## src/logic/hps_pkg.sv

```systemverilog
// Package: constants, states and carrier structs of the handset power sequencer
package hps_pkg;

   // ---------------------------------------------------------------
   // Clock and time base
   // ---------------------------------------------------------------
   localparam int CLK_MHZ = 125;
   // Tick period of the internal time base, in microseconds
   localparam int TICK_US = 1;
   localparam int TICK_CYC = TICK_US * CLK_MHZ;

   // ---------------------------------------------------------------
   // Times in microseconds, counts in ticks
   // ---------------------------------------------------------------
   localparam int DEBOUNCE_US  = 32000;
   localparam int LDO_STD_US   = 125;
   localparam int LDO_OPT_US   = 10000;
   localparam int RST_DELAY_US = 20000;
   localparam int HOLD_MAX_US  = 500000;

   localparam int DEBOUNCE_TK  = DEBOUNCE_US / TICK_US;
   localparam int LDO_STD_TK   = LDO_STD_US / TICK_US;
   localparam int LDO_OPT_TK   = LDO_OPT_US / TICK_US;
   localparam int RST_DELAY_TK = RST_DELAY_US / TICK_US;
   localparam int HOLD_MAX_TK  = HOLD_MAX_US / TICK_US;

   localparam int TMR_W  = 20;
   localparam int TICK_W = 8;

   // ---------------------------------------------------------------
   // Sequencer states (one-hot)
   // ---------------------------------------------------------------
   typedef enum logic [8:0] {
      ST_OFF      = 9'h001,
      ST_UP1      = 9'h002,
      ST_UP2      = 9'h004,
      ST_RSTWAIT  = 9'h008,
      ST_HOLDWAIT = 9'h010,
      ST_ON       = 9'h020,
      ST_DN_RST   = 9'h040,
      ST_DN2      = 9'h080,
      ST_DN1      = 9'h100
   } hps_state_t;

   // Rail-good comparator flags
   typedef struct packed {
      logic first95;
      logic second95;
      logic first90;
      logic second90;
   } hps_rails_t;

   // Regulator enables
   typedef struct packed {
      logic first;
      logic second;
   } hps_regs_t;

endpackage : hps_pkg

```

## src/logic/hps_sequencer.sv

```systemverilog
// Power-on and power-off sequencer of a handset power management block
`timescale 1ns/1ns
`default_nettype none

module hps_sequencer
   import hps_pkg::*;
#(
   // Clock cycles per time-base tick, at most 256; lowering it shortens every delay alike
   parameter int TICK_DIV = TICK_CYC
)
(
   // Clock and reset
   input  wire logic       clk,
   input  wire logic       rst,
   // Pins from key, charger and host
   input  wire logic       power_key_in,
   input  wire logic       charger_detect_n,
   input  wire logic       host_power_hold,
   input  wire logic       backlight_enable,
   input  wire logic       optDelaySel,
   // Rail comparators
   input  wire hps_rails_t railFlags,
   // Outputs
   output var  hps_regs_t  regEnable,
   output var  logic       hostReset_n,
   output var  logic       wakeReq_n,
   output var  logic       backlight_sink,
   output var  logic       chargerSeen
);

   // ---------------------------------------------------------------
   // Input synchronisers: three stages, change when last two agree
   // ---------------------------------------------------------------
   localparam int NSYNC = 8;
   wire  [NSYNC-1:0] rawIn = {railFlags, optDelaySel, backlight_enable,
                              host_power_hold, power_key_in};
   logic [NSYNC-1:0] syncA_q;
   logic [NSYNC-1:0] syncB_q;
   logic [NSYNC-1:0] syncC_q;
   logic [NSYNC-1:0] clean_q;
   logic             vextA_q;
   logic             vextB_q;
   logic             vextC_q;
   logic             vextClean_q;

   genvar gi;
   generate
      for (gi = 0; gi < NSYNC; gi++)
      begin : g_sync
         always_ff @(posedge clk or posedge rst)
         begin
            if (rst)
            begin
               syncA_q[gi] <= 1'b0;
               syncB_q[gi] <= 1'b0;
               syncC_q[gi] <= 1'b0;
               clean_q[gi] <= 1'b0;
            end
            else
            begin
               syncA_q[gi] <= rawIn[gi];
               syncB_q[gi] <= syncA_q[gi];
               syncC_q[gi] <= syncB_q[gi];
               if (syncB_q[gi] == syncC_q[gi])
                  clean_q[gi] <= syncC_q[gi];
            end
         end
      end
   endgenerate

   // Charger detect idles high, so its chain resets to one
   always_ff @(posedge clk or posedge rst)
   begin
      if (rst)
      begin
         vextA_q     <= 1'b1;
         vextB_q     <= 1'b1;
         vextC_q     <= 1'b1;
         vextClean_q <= 1'b1;
      end
      else
      begin
         vextA_q <= charger_detect_n;
         vextB_q <= vextA_q;
         vextC_q <= vextB_q;
         if (vextB_q == vextC_q)
            vextClean_q <= vextC_q;
      end
   end

   wire keyIn   = clean_q[0];
   wire holdIn  = clean_q[1];
   wire blIn    = clean_q[2];
   wire optSel  = clean_q[3];
   // Comparator flags stay internal; nothing drives them out
   wire first90  = clean_q[5];
   wire second90 = clean_q[4];
   wire second95 = clean_q[6];
   wire first95  = clean_q[7];
   wire chgIn   = ~vextClean_q;

   // ---------------------------------------------------------------
   // Time base
   // ---------------------------------------------------------------
   logic [TICK_W-1:0] tickCnt_q;
   logic              tick_q;
   wire               tickWrap = (tickCnt_q == TICK_W'(TICK_DIV - 1));

   always_ff @(posedge clk or posedge rst)
   begin
      if (rst)
      begin
         tickCnt_q <= '0;
         tick_q    <= 1'b0;
      end
      else
      begin
         tickCnt_q <= tickWrap ? '0 : tickCnt_q + 1'b1;
         tick_q    <= tickWrap;
      end
   end

   // ---------------------------------------------------------------
   // Debounce of key and charger
   // ---------------------------------------------------------------
   logic [TMR_W-1:0] keyCnt_q;
   logic [TMR_W-1:0] chgCnt_q;
   logic             keyOk_q;
   logic             chgOk_q;
   wire              keyDone = (keyCnt_q > TMR_W'(DEBOUNCE_TK));
   wire              chgDone = (chgCnt_q >= TMR_W'(DEBOUNCE_TK));

   always_ff @(posedge clk or posedge rst)
   begin
      if (rst)
      begin
         keyCnt_q <= '0;
         chgCnt_q <= '0;
         keyOk_q  <= 1'b0;
         chgOk_q  <= 1'b0;
      end
      else
      begin
         if (!keyIn)
            keyCnt_q <= '0;
         else if (tick_q && !keyDone)
            keyCnt_q <= keyCnt_q + 1'b1;
         if (!chgIn)
            chgCnt_q <= '0;
         else if (tick_q && !chgDone)
            chgCnt_q <= chgCnt_q + 1'b1;
         keyOk_q <= keyDone;
         chgOk_q <= chgDone;
      end
   end

   // Cycles of unbroken key hold, counted apart from the ticks for a_short_key
   logic [23:0] keyHeld_q;

   always_ff @(posedge clk or posedge rst)
   begin
      if (rst)
         keyHeld_q <= '0;
      else if (!keyIn)
         keyHeld_q <= '0;
      else if (!keyHeld_q[23])
         keyHeld_q <= keyHeld_q + 1'b1;
   end

   // One-shot on a fresh acceptance
   wire keyPress = keyDone && !keyOk_q;
   wire chgPlug  = chgDone && !chgOk_q;

   // ---------------------------------------------------------------
   // Sequencer
   // ---------------------------------------------------------------
   hps_state_t       state_q;
   hps_state_t       state_d;
   logic [TMR_W-1:0] tmr_q;
   logic             viaKey_q;
   logic             viaKey_d;

   wire [TMR_W-1:0] ldoDelay = optSel ? TMR_W'(LDO_OPT_TK)
                                      : TMR_W'(LDO_STD_TK);
   wire stateChg  = (state_d != state_q);
   wire railFail  = !first90 || !second90;
   wire holdDrop  = !holdIn && !chgIn;

   always_comb
   begin
      state_d  = state_q;
      viaKey_d = viaKey_q;
      case (state_q)
         ST_OFF:
         begin
            if (keyPress)
            begin
               state_d  = ST_UP1;
               viaKey_d = 1'b1;
            end
            else if (chgPlug)
            begin
               state_d  = ST_UP1;
               viaKey_d = 1'b0;
            end
         end
         ST_UP1:
            if (tmr_q >= ldoDelay)
               state_d = ST_UP2;
         ST_UP2:
            if (first95 && second95)
               state_d = ST_RSTWAIT;
         ST_RSTWAIT:
            if (tmr_q >= TMR_W'(RST_DELAY_TK))
               state_d = ST_HOLDWAIT;
         ST_HOLDWAIT:
         begin
            if (railFail)
               state_d = ST_DN_RST;
            else if (holdIn)
               state_d = ST_ON;
            else if (tmr_q >= TMR_W'(HOLD_MAX_TK) && !chgIn)
               state_d = ST_DN_RST;
         end
         ST_ON:
            if (railFail || holdDrop)
               state_d = ST_DN_RST;
         ST_DN_RST:
            if (tmr_q >= TMR_W'(RST_DELAY_TK))
               state_d = ST_DN2;
         ST_DN2:
            if (tmr_q >= ldoDelay)
               state_d = ST_DN1;
         ST_DN1:
            state_d = ST_OFF;
         default:
            state_d = ST_OFF;
      endcase
   end

   // Timer counts ticks; the delay before the second regulator only starts once the first rail passes 95%,
   // and the delay toward the first regulator's removal only once the second rail has dropped.
   wire tmrHoldZero = (state_q == ST_UP1 && !first95)
                   || (state_q == ST_DN2 && second90);

   always_ff @(posedge clk or posedge rst)
   begin
      if (rst)
      begin
         state_q  <= ST_OFF;
         viaKey_q <= 1'b0;
         tmr_q    <= '0;
      end
      else
      begin
         state_q  <= state_d;
         viaKey_q <= viaKey_d;
         if (stateChg || tmrHoldZero)
            tmr_q <= '0;
         else if (tick_q && tmr_q != {TMR_W{1'b1}})
            tmr_q <= tmr_q + 1'b1;
      end
   end

   // ---------------------------------------------------------------
   // Output decode
   // ---------------------------------------------------------------
   wire enFirst  = (state_d != ST_OFF) && (state_d != ST_DN1);
   wire enSecond = (state_d == ST_UP2) || (state_d == ST_RSTWAIT)
                || (state_d == ST_HOLDWAIT) || (state_d == ST_ON)
                || (state_d == ST_DN_RST);
   // Reset drops with the very first cycle of any rail fault
   wire relReset = ((state_d == ST_HOLDWAIT) || (state_d == ST_ON))
                && !railFail;
   // Wake stays high for a charger start
   wire wakeLow  = viaKey_d && ((state_d == ST_UP1) || (state_d == ST_UP2)
                || (state_d == ST_RSTWAIT) || (state_d == ST_HOLDWAIT));

   always_ff @(posedge clk or posedge rst)
   begin
      if (rst)
      begin
         regEnable      <= '0;
         hostReset_n    <= 1'b0;
         wakeReq_n      <= 1'b1;
         backlight_sink <= 1'b0;
         chargerSeen    <= 1'b0;
      end
      else
      begin
         regEnable.first  <= enFirst;
         regEnable.second <= enSecond;
         hostReset_n      <= relReset;
         wakeReq_n        <= !wakeLow;
         backlight_sink   <= blIn;
         chargerSeen      <= chgIn;
      end
   end
endmodule : hps_sequencer

`default_nettype wire

```

## config.mk

```make
export PLATFORM = sky130hd
export DESIGN_NAME = hps_sequencer
export DESIGN_NICKNAME = d
export VERILOG_FILES = /design/src/logic/hps_pkg.sv /design/src/logic/hps_sequencer.sv
export SDC_FILE = /design/constraint.sdc
export NUM_CORES = 1
export LEC_CHECK = 0
export ABC_CLOCK_PERIOD_IN_PS = 4550
export BUFFER_PORTS_ARGS = -buffer_cell sky130_fd_sc_hd__buf_2
export CAP_MARGIN = 20
export CORE_MARGIN = 5
export CORE_UTILIZATION = 50
export CTS_CLUSTER_SIZE = 20
export DETAILED_ROUTE_END_ITERATION = 8
export PLACE_DENSITY = 0.69
export SYNTH_ARGS = -nofsm -noshare
export SYNTH_HDL_FRONTEND = slang
export SYNTH_SLANG_ARGS = --single-unit
```

## constraint.sdc

```tcl
create_clock -name clk -period 4.55 [get_ports clk]
set_clock_uncertainty 0.2 [all_clocks]
set_input_delay 0.91 -clock clk [delete_from_list [all_inputs] [get_ports clk]]
set_output_delay 0.91 -clock clk [all_outputs]
set_load 0.005 [all_outputs]
```

==> results of run 1 <==
[area by class of cell]
| class | instances | area (um^2) | area share [%] |
|---|---|---|---|
| Multi-Input combinational cell | 412 | 2770 | 40.4 |
| Tap cell | 147 | 184 | 2.68 |
| Timing Repair Buffer | 24 | 158 | 2.30 |
| Inverter | 23 | 88.8 | 1.29 |
| Clock buffer | 19 | 433 | 6.30 |
| Clock inverter | 13 | 145 | 2.11 |
| Sequential cell | 123 | 3090 | 44.9 |
[cells in the mapped netlist (3+ instances only)]
| cell | count |
|---|---|
| nor2_1 | 45 |
| o31ai_1 | 3 |
| o211ai_1 | 5 |
| nor4b_2 | 8 |
| clkbuf_1 | 22 |
| nor4_1 | 12 |
| a31oi_1 | 5 |
| xor2_1 | 13 |
| and3_1 | 12 |
| xnor2_1 | 26 |
| and2_1 | 22 |
| nor3_1 | 20 |
| o21ai_0 | 14 |
| nor2b_1 | 8 |
| mux2i_1 | 3 |
| inv_1 | 23 |
| nor4b_1 | 8 |
| and4_1 | 5 |
| a21o_1 | 3 |
| nand2_1 | 40 |
| nor4_2 | 3 |
| a21boi_0 | 5 |
| nand2b_1 | 3 |
| nand4_1 | 20 |
| maj3_1 | 9 |
| or3_1 | 15 |
| nand3_1 | 24 |
| a21oi_1 | 18 |
| dfstp_2 | 6 |
| dfrtp_1 | 117 |
| or4_1 | 4 |
| ha_1 | 17 |
| a22oi_1 | 3 |
| a211oi_1 | 4 |
[report_power, final]
part           internal (mW)  switching (mW)
combinational         0.0211          0.0358
clock                  0.807           0.492
sequential              1.12          0.0248
total                   1.95           0.553
[through the flow]
stage	area (um^2)	total power, mW	setup WS [ps]
CTS	6830	2.53	1360
global route	6870	2.58	1270
detailed placement	6250	1.22	1400
finish	6870	2.50	1400
floorplan	6050	1.19	179
global placement	6250	1.21	1500
[metal layers]
layer | GRT usage (%) | vias to the layer above | share of wire (%)
met1 | 25.1 | 2150 | 46
met4 | 7.80 | 0 | 1.9
met2 | 28.1 | 128 | 47
met3 | 5.51 | 25 | 5.5
li1 | - | 2146 | -
met5 | 0 | - | 0
[worst max-delay path by stage]
stage / from / end / slack (ps) / cells after the start
after global placement: tmr_q[15] / tmr_q[0] / 1500 / 6
after detailed placement: tmr_q[15] / tmr_q[12] / 1400 / 6
final: tmr_q[15] / tmr_q[13] / 1400 / 6
after floorplan: rst / backlight_sink / 180 / 1
after CTS: tmr_q[15] / tmr_q[13] / 1360 / 6
after global routing: tmr_q[15] / tmr_q[15] / 1270 / 6
[cells by family after synthesis]
logic type,count (synthesis),share of synthesized area [%]
flip-flops,123,51.0
AND/OR/NAND/NOR,262,25.6
multiplexers,3,0.496
XOR/XNOR,39,5.65
adder cells (fa/ha/maj),26,5.00
buffers and inverters,48,3.18
AO/OA/AOI/OAI,82,9.08
[worst max-delay path, cell delays in order (launching register included)]
cell and delay [ps]:
dfrtp_1 440, or4_4 570, or3_4 360, nand4b_1 280
a21oi_2 670, nor2_1 240, nor4b_2 230
[registers in the layout, indices dropped and copies added, names as in the netlist, 8 cells and up]
name,cells
chgCnt_q,20
syncB_q,8
keyCnt_q,20
syncA_q,8
syncC_q,8
tickCnt_q,8
tmr_q,20
state_q,9
==> results.cfg, run 1 <==
[hold_path]
hold_end = syncB_q[5]
min_path_cells = 0
hp-start = syncA_q[5]
min_path_type = reg -> reg

[flow_run]
max_cap_viol_count = 0

[clock_tree]
clk_pin_slew_ps = 60
clockBufferDepth = 2
cts_resized = 0
numCtsBuffers = 17
htree_levels = 4
cts-root-buf = clkbuf_16
clock_latency_ps = 420
cts_tree = yes
clock_sinks = 123
postCtsSetupBuffers = 0
ctsHoldBuffers = 0

[synthesis]
synth_area_um2 = 6050
synth_seq_area_share_pct = 51.0
yosys-top-cells-area = dfrtp_1 48%, xnor2_1 3.8%, ha_1 3.5%, nor2_1 2.8%, dfstp_2 2.6%
yosys.area.top_type_share_pct = 48.4
synth_fp_nets = 611
yosysTopAreaCell = dfrtp_1
syn_inst = 583
async_flop_share_pct = 100
synth_flop_cell = dfrtp_1
syn_area_per_cell_um2 = 10.4
synth_edf_count = 0
synth_warnings = 0
synth.distinct_cells = 65
synth-seq-cells = 123

[finish]
syn2layout_area_growth_pct = 13.5
final_common_cell = dfrtp_1
final_cell_mix = 117 x dfrtp_1, 45 x nor2_1, 40 x nand2_1
fin_util_pct = 57.4
diodes = 0
fillers = 998
layoutNonFillerInstCount = 761
layout-drive-gt1-share_pct = 13.2
design.final.nets = 629

[timing]
finalSetupViolCount = 0
tightestPinTransition_ps = 952
finalHoldViolCount = 0
rsz0062_at_grt = no
fin_setup_tns_ps = 0
max_freq_ghz = 0.317
min_period_ps = 3150
max-slew-margin-rel_pct = 36.5
final-max-slew-violation-count = 0
period_share_pct = 69.3
hold_ws_ps = 147

[floorplanning]
initial_core_util_pct = 50.6
io-pin-count = 17
die_y_um = 120
dieArea_um2 = 14400
num_rows = 40
fp.dieW_um = 120
core_area_um2 = 12000

[pwr]
p_leak_nw = 2.95
power.density_nw_per_um2 = 364
vdd_ir_drop_max_mv = 0.366

[worst_setup_path]
crit_fanout = 14
critPathLaunchType = flop
r2r_slack_ps = 1400
reg2reg_depth = 6
crit_type = reg -> reg
required_ps = 4610
rr_startpoint = tmr_q[15]
worst_setup_path_end_kind = flop
arrival_ps = 3210
r2r_end = tmr_q[13]

[routing]
vias = 4449
wl_per_cell_um = 16.4
drc = 0
initialDrtViolationCount = 300
drt-total-wl_um = 12500
first_pass_iters = 5
routed_via_density = 5.85
antenna_left = 0

[global_route]
first_global_vias = 4371
grt_usage_pct = 18.6
grt_max_degree = 92
grt_pass1_wl_um = 21300
grt-ovfl-total = 0
antenna_found_initial = 0

[placed_design]
dpl.cell_count = 726
dp_hpwl_um = 8270
gp_routability_congestion = 0.975
numPortBuffers = 16

[run_status]
status = finished clean
(Power assumes the default switching activity.)
==> run 2, diff against run 1 <==
--- a/config.mk
+++ b/config.mk
@@ -5,14 +5,14 @@
 export SDC_FILE = /design/constraint.sdc
 export NUM_CORES = 1
 export LEC_CHECK = 0
-export ABC_CLOCK_PERIOD_IN_PS = 4550
+export ABC_CLOCK_PERIOD_IN_PS = 3200
 export BUFFER_PORTS_ARGS = -buffer_cell sky130_fd_sc_hd__buf_2
 export CAP_MARGIN = 20
 export CORE_MARGIN = 5
 export CORE_UTILIZATION = 50
 export CTS_CLUSTER_SIZE = 20
 export DETAILED_ROUTE_END_ITERATION = 8
-export PLACE_DENSITY = 0.69
+export PLACE_DENSITY = 0.66
 export SYNTH_ARGS = -nofsm -noshare
 export SYNTH_HDL_FRONTEND = slang
 export SYNTH_SLANG_ARGS = --single-unit
==> constraint.sdc (replaced) <==
create_clock -name clk -period 3.2 [get_ports clk]
set_clock_uncertainty 0.2 [all_clocks]
set_input_delay 0.64 -clock clk [delete_from_list [all_inputs] [get_ports clk]]
set_output_delay 0.64 -clock clk [all_outputs]
set_load 0.005 [all_outputs]
==> run 2 against run 1 <==
Cell count increased by 0.66%. Wire length increased by 2.7%. Hold slack got worse by 28 ps. Count of clock-buffer cells in the layout unchanged. Via count increased by 1.2%. Sequential cell count unchanged. Critical endpoint is now tmr_q[8].
==> results.cfg, run 2 (synthesis gave the netlist of run 1 again) <==
[run_status]
status = finished clean

[worst_setup_path]
worst_setup_path_end_kind = flop
cp-startpoint = tmr_q[15]
crit_type = reg -> reg
crit_path_cell_trace = or4_4 -> or3_4 -> nor4_4 -> a21oi_2 -> buf_4 -> or4_1 -> nor3_2
max_stage_delay_ps = 560
critPathLaunchType = flop
required_ps = 3340
rr_startpoint = tmr_q[15]
arrival_ps = 3150
cpMaxStageDelayCell = or4_4
crit_fanout = 8

[finish]
design.final.nets = 634
final_cell_mix = 117 x dfrtp_1, 45 x nor2_1, 40 x nand2_1
syn2layout_area_growth_pct = 14.8
fin_area_um2 = 6950
fin_util_pct = 58.1
diodes = 0
final_common_cell = dfrtp_1
reg_top3 = chgCnt_q: 20 flops, keyCnt_q: 20 flops, tmr_q: 20 flops
layout-drive-gt1-share_pct = 14.1
layoutNonFillerInstCount = 766
fillers = 993

[clock_tree]
cts_tree = yes
postCtsSetupBuffers = 0
numCtsBuffers = 17
clock_latency_ps = 420
clock_sinks = 123
cts-root-buf = clkbuf_16
clk_pin_slew_ps = 60
clockBufferDepth = 2
htree_levels = 4

[placed_design]
dp_hpwl_um = 8830
dpl-instance-area_um2 = 6330
dpl.cell_count = 733
numPortBuffers = 16
gp_routability_congestion = 0.905
post-place-ws_ps = 201

[hold_path]
hp-start = charger_detect_n
min_path_type = in -> reg

[routing]
wl_per_cell_um = 16.7
routed_via_density = 5.88
first_pass_iters = 5
drt-total-wl_um = 12800
antenna_left = 0
initialDrtViolationCount = 477
vias = 4501
drc = 0

[floorplanning]
num_rows = 40
die_y_um = 120
core_area_um2 = 12000
dieArea_um2 = 14400
io-pin-count = 17
fp.dieW_um = 120
initial_core_util_pct = 50.6

[timing]
final-max-slew-violation-count = 0
max_freq_ghz = 0.332
min_period_ps = 3010
finalHoldViolCount = 0
max-slew-margin-rel_pct = 46.5
fin_setup_tns_ps = 0
tightestPinTransition_ps = 800
setup_ws_ps = 191
period_share_pct = 94.0
rsz0062_at_grt = no
finalSetupViolCount = 0

[pwr]
p_leak_nw = 2.99
power.density_nw_per_um2 = 527
vdd_ir_drop_max_mv = 0.347

[global_route]
grtUsageMet1_pct = 27.2
grt_usage_pct = 19.5
grt-busiest-layer = met2
grtUsageMet3_pct = 4.76
first_global_vias = 4556
grt_max_degree = 68
use_met2_pct = 29.4
grt_pass1_wl_um = 22300
antenna_found_initial = 0
grt-ovfl-total = 0

[flow_run]
max_cap_viol_count = 0
==> run 2: worst paths after layout <==
path / endpoint / slack [ps] / cells after the start
min in group asynchronous: syncA_q[2] / 540 / 3
max in group asynchronous: vextC_q / 1590 / 4
hold reg to reg: syncB_q[2] / 150 / 0
setup / recovery: tmr_q[8] / 190 / 7
setup reg to reg: tmr_q[8] / 190 / 7
hold / removal: vextA_q / 120 / 1
==> run 2: power by group <==
group | switching [mW] | internal (mW) | total (mW)
combinational | 0.0604 | 0.0318 | 0.0922
sequential | 0.0279 | 1.59 | 1.62
clock | 0.750 | 1.20 | 1.95
==> run 2: layout make-up <==
cell class	instances	area [um^2]	share of cell area, %
Clock buffer	19	453	6.52
Clock inverter	13	156	2.25
Sequential cell	123	3090	44.4
Timing Repair Buffer	29	205	2.95
Tap cell	147	184	2.65
Multi-Input combinational cell	412	2770	39.9
Inverter	23	90.1	1.30
==> run 2: metal layers <==
metal / part of all wire [%] / vias up
met5: 0 / -
met4: 1.8 / 0
met3: 4.6 / 20
met2: 47 / 124
met1: 47 / 2207
li1: - / 2150
==> run 2: stage by stage <==
stage,hold WS [ps],power (mW)
2_1_floorplan,131,1.70
3_3_place_gp,133,1.73
3_5_place_dp,136,1.74
4_1_cts,101,3.70
5_1_grt,100,3.79
6_report,119,3.66
==> run 2: repair_timing <==
item / 4_1_cts / 5_1_grt
hold buffers: 1 / 0
resized for setup: 0 / 0
setup endpoints to repair: 0 / 0
hold endpoints to repair: 11 / 0
==> run 2: worst max-delay path: cells and delay by family, from the launching register on <==
kind | cells | cell delay, ps
AO/OA/AOI/OAI | 1 | 170
buffers and inverters | 1 | 200
AND/OR/NAND/NOR | 5 | 1920
flip-flops | 1 | 430
==> run 3, diff against run 2 <==
--- a/config.mk
+++ b/config.mk
@@ -5,7 +5,7 @@
 export SDC_FILE = /design/constraint.sdc
 export NUM_CORES = 1
 export LEC_CHECK = 0
-export ABC_CLOCK_PERIOD_IN_PS = 3200
+export ABC_CLOCK_PERIOD_IN_PS = 2800
 export BUFFER_PORTS_ARGS = -buffer_cell sky130_fd_sc_hd__buf_2
 export CAP_MARGIN = 20
 export CORE_MARGIN = 5
==> constraint.sdc (replaced) <==
create_clock -name clk -period 2.8 [get_ports clk]
set_clock_uncertainty 0.2 [all_clocks]
set_input_delay 0.56 -clock clk [delete_from_list [all_inputs] [get_ports clk]]
set_output_delay 0.56 -clock clk [all_outputs]
set_load 0.005 [all_outputs]
==> run 3 against run 2 <==
Combinational power grew 26%. Setup slack worse by 150 ps. Highest routed layer unchanged. Critical endpoint is now wakeReq_n. Fmax up 9.0%. Non-clock buffer count is 43 higher. Critical path type unchanged. Clock power is 11% higher. Sequential power increased by 14%. Via count rose by 6.2%.
==> results.cfg, run 3 (synthesis gave the netlist of run 1 again) <==
[timing]
max_freq_ghz = 0.362
finalSetupViolCount = 0
rsz0062_at_grt = yes
max-slew-margin-rel_pct = 46.6
setup_ws_ps = 39.1
final-max-slew-violation-count = 0
finalHoldViolCount = 0
period_share_pct = 98.6
tightestPinTransition_ps = 799
min_period_ps = 2760

[worst_setup_path]
critPathLaunchType = flop
r2r_slack_ps = 40
worst_setup_path_end_kind = flop
rr_startpoint = tmr_q[15]
arrival_ps = 2910
reg2reg_depth = 8
required_ps = 2940
crit_type = reg -> reg
crit_fanout = 5
r2r_end = wakeReq_n

[pwr]
total_power_mw = 4.12
switching_share_pct = 22.7
vdd_ir_drop_max_mv = 0.578
p_leak_nw = 3.36
power.density_nw_per_um2 = 546
power_switching_mw = 0.935
pwr-share-clk_pct = 52.4
internal_power_mw = 3.18
seqPwrFrac_pct = 44.8
combPwrFrac_pct = 2.8

[global_route]
grt_max_degree = 35
grt-ovfl-total = 0
grt_pass1_wl_um = 22900
antenna_found_initial = 0
grt_usage_pct = 19.6
first_global_vias = 4766

[routing]
routed_via_density = 5.91
vias = 4778
drt-total-wl_um = 13800
first_pass_iters = 5
antenna_left = 0
drc = 0
initialDrtViolationCount = 369
wl_per_cell_um = 17.0

[hold_path]
min_path_type = in -> reg
hp-start = charger_detect_n
hold_end = vextA_q
min_path_cells = 1

[clock_tree]
clock_latency_ps = 420
cts_tree = yes
numCtsBuffers = 17
htree_levels = 4
ctsHoldBuffers = 0
clk_pin_slew_ps = 60
clock_sinks = 123
cts-root-buf = clkbuf_16
clockBufferDepth = 2

[finish]
design.final.nets = 677
layout-drive-gt1-share_pct = 21.9
reg_top3 = chgCnt_q: 20 flops, keyCnt_q: 20 flops, tmr_q: 20 flops
fillers = 946
fin_util_pct = 63.0
layoutNonFillerInstCount = 809
final_cell_mix = 117 x dfrtp_1, 45 x nor2_1, 44 x buf_4
final_common_cell = dfrtp_1
diodes = 0
syn2layout_area_growth_pct = 24.6

[floorplanning]
die_y_um = 120
io-pin-count = 17
core_area_um2 = 12000
fp.dieW_um = 120
initial_core_util_pct = 50.6
dieArea_um2 = 14400
num_rows = 40

[flow_run]
max_cap_viol_count = 0

[placed_design]
post-place-ws_ps = -68.2
dp_hpwl_um = 9240
gp_routability_congestion = 0.981
numPortBuffers = 16
dpl.cell_count = 762

[run_status]
status = finished clean
## run 3: cell types whose count changed in the layout (fill, tap and decap cells not counted), moves of 4 or more
cell	change
nor4b_4	+7
nor4_4	+5
buf_6	+4
buf_4	+34
nor3_1	-4
nor4b_2	-7
## run 3: power groups by stage
stage / Combinational [mW] / Clock (mW) / Sequential, mW
2_1_floorplan: 0.0721 / 0 / 1.87
3_3_place_gp: 0.114 / 0 / 1.88
3_5_place_dp: 0.119 / 0 / 1.88
4_1_cts: 0.120 / 2.20 / 1.85
5_1_grt: 0.134 / 2.28 / 1.85
6_report: 0.116 / 2.16 / 1.85
## run 3: per-stage QoR
stage	setup TNS (ps)	area [um^2]	hold slack, ps
2_1_floorplan	0	6050	131
3_3_place_gp	0	6580	132
3_5_place_dp	-125	6580	135
4_1_cts	-39.4	7230	27.7
5_1_grt	-461	7540	25.5
6_report	0	7540	45.8
## run 3: worst max path at each step
stage | slack (ps) | startpoint | end
finish | 40 | tmr_q[15] | wakeReq_n
global route | -60 | keyCnt_q[1] | keyCnt_q[11]
CTS | -30 | tmr_q[15] | regEnable[0]
detailed placement | -70 | keyCnt_q[0] | keyCnt_q[11]
global placement | 10 | tmr_q[15] | regEnable[0]
floorplan | 40 | tmr_q[15] | regEnable[0]
## run 3: layout make-up
| cell class | instances | area [um^2] | area share [%] |
|---|---|---|---|
| clock inverter | 15 | 164 | 2.17 |
| timing repair buffer | 72 | 631 | 8.36 |
| multi-input combinational | 412 | 2960 | 39.3 |
| sequential | 123 | 3090 | 40.9 |
| clock buffer | 17 | 425 | 5.64 |
| inverter | 23 | 90.1 | 1.19 |
| tap | 147 | 184 | 2.44 |
## run 3: repair_timing
item | 4_1_cts | 5_1_grt
pin swaps | 6 | 10
gates cloned | 0 | 3
resized for setup | 6 | 28
buffers inserted | 3 | 9
endpoints found under the setup margin | 12 | 33
## run 3: routing by layer
layer  global-route usage (%)  share of wire [%]
met1                     26.4                 44
met2                     30.8                 48
met3                     5.14                5.8
met4                     6.80                2.1
met5                        0                  0
## run 3: worst max-delay path, stage by stage (launching register included)
cell and delay (ps):
dfrtp_1 370, or4_4 540, or3_4 360, nor4_4 270, buf_6 160, a21oi_2 60, or4b_4 490, buf_4 150
o21ai_1 110
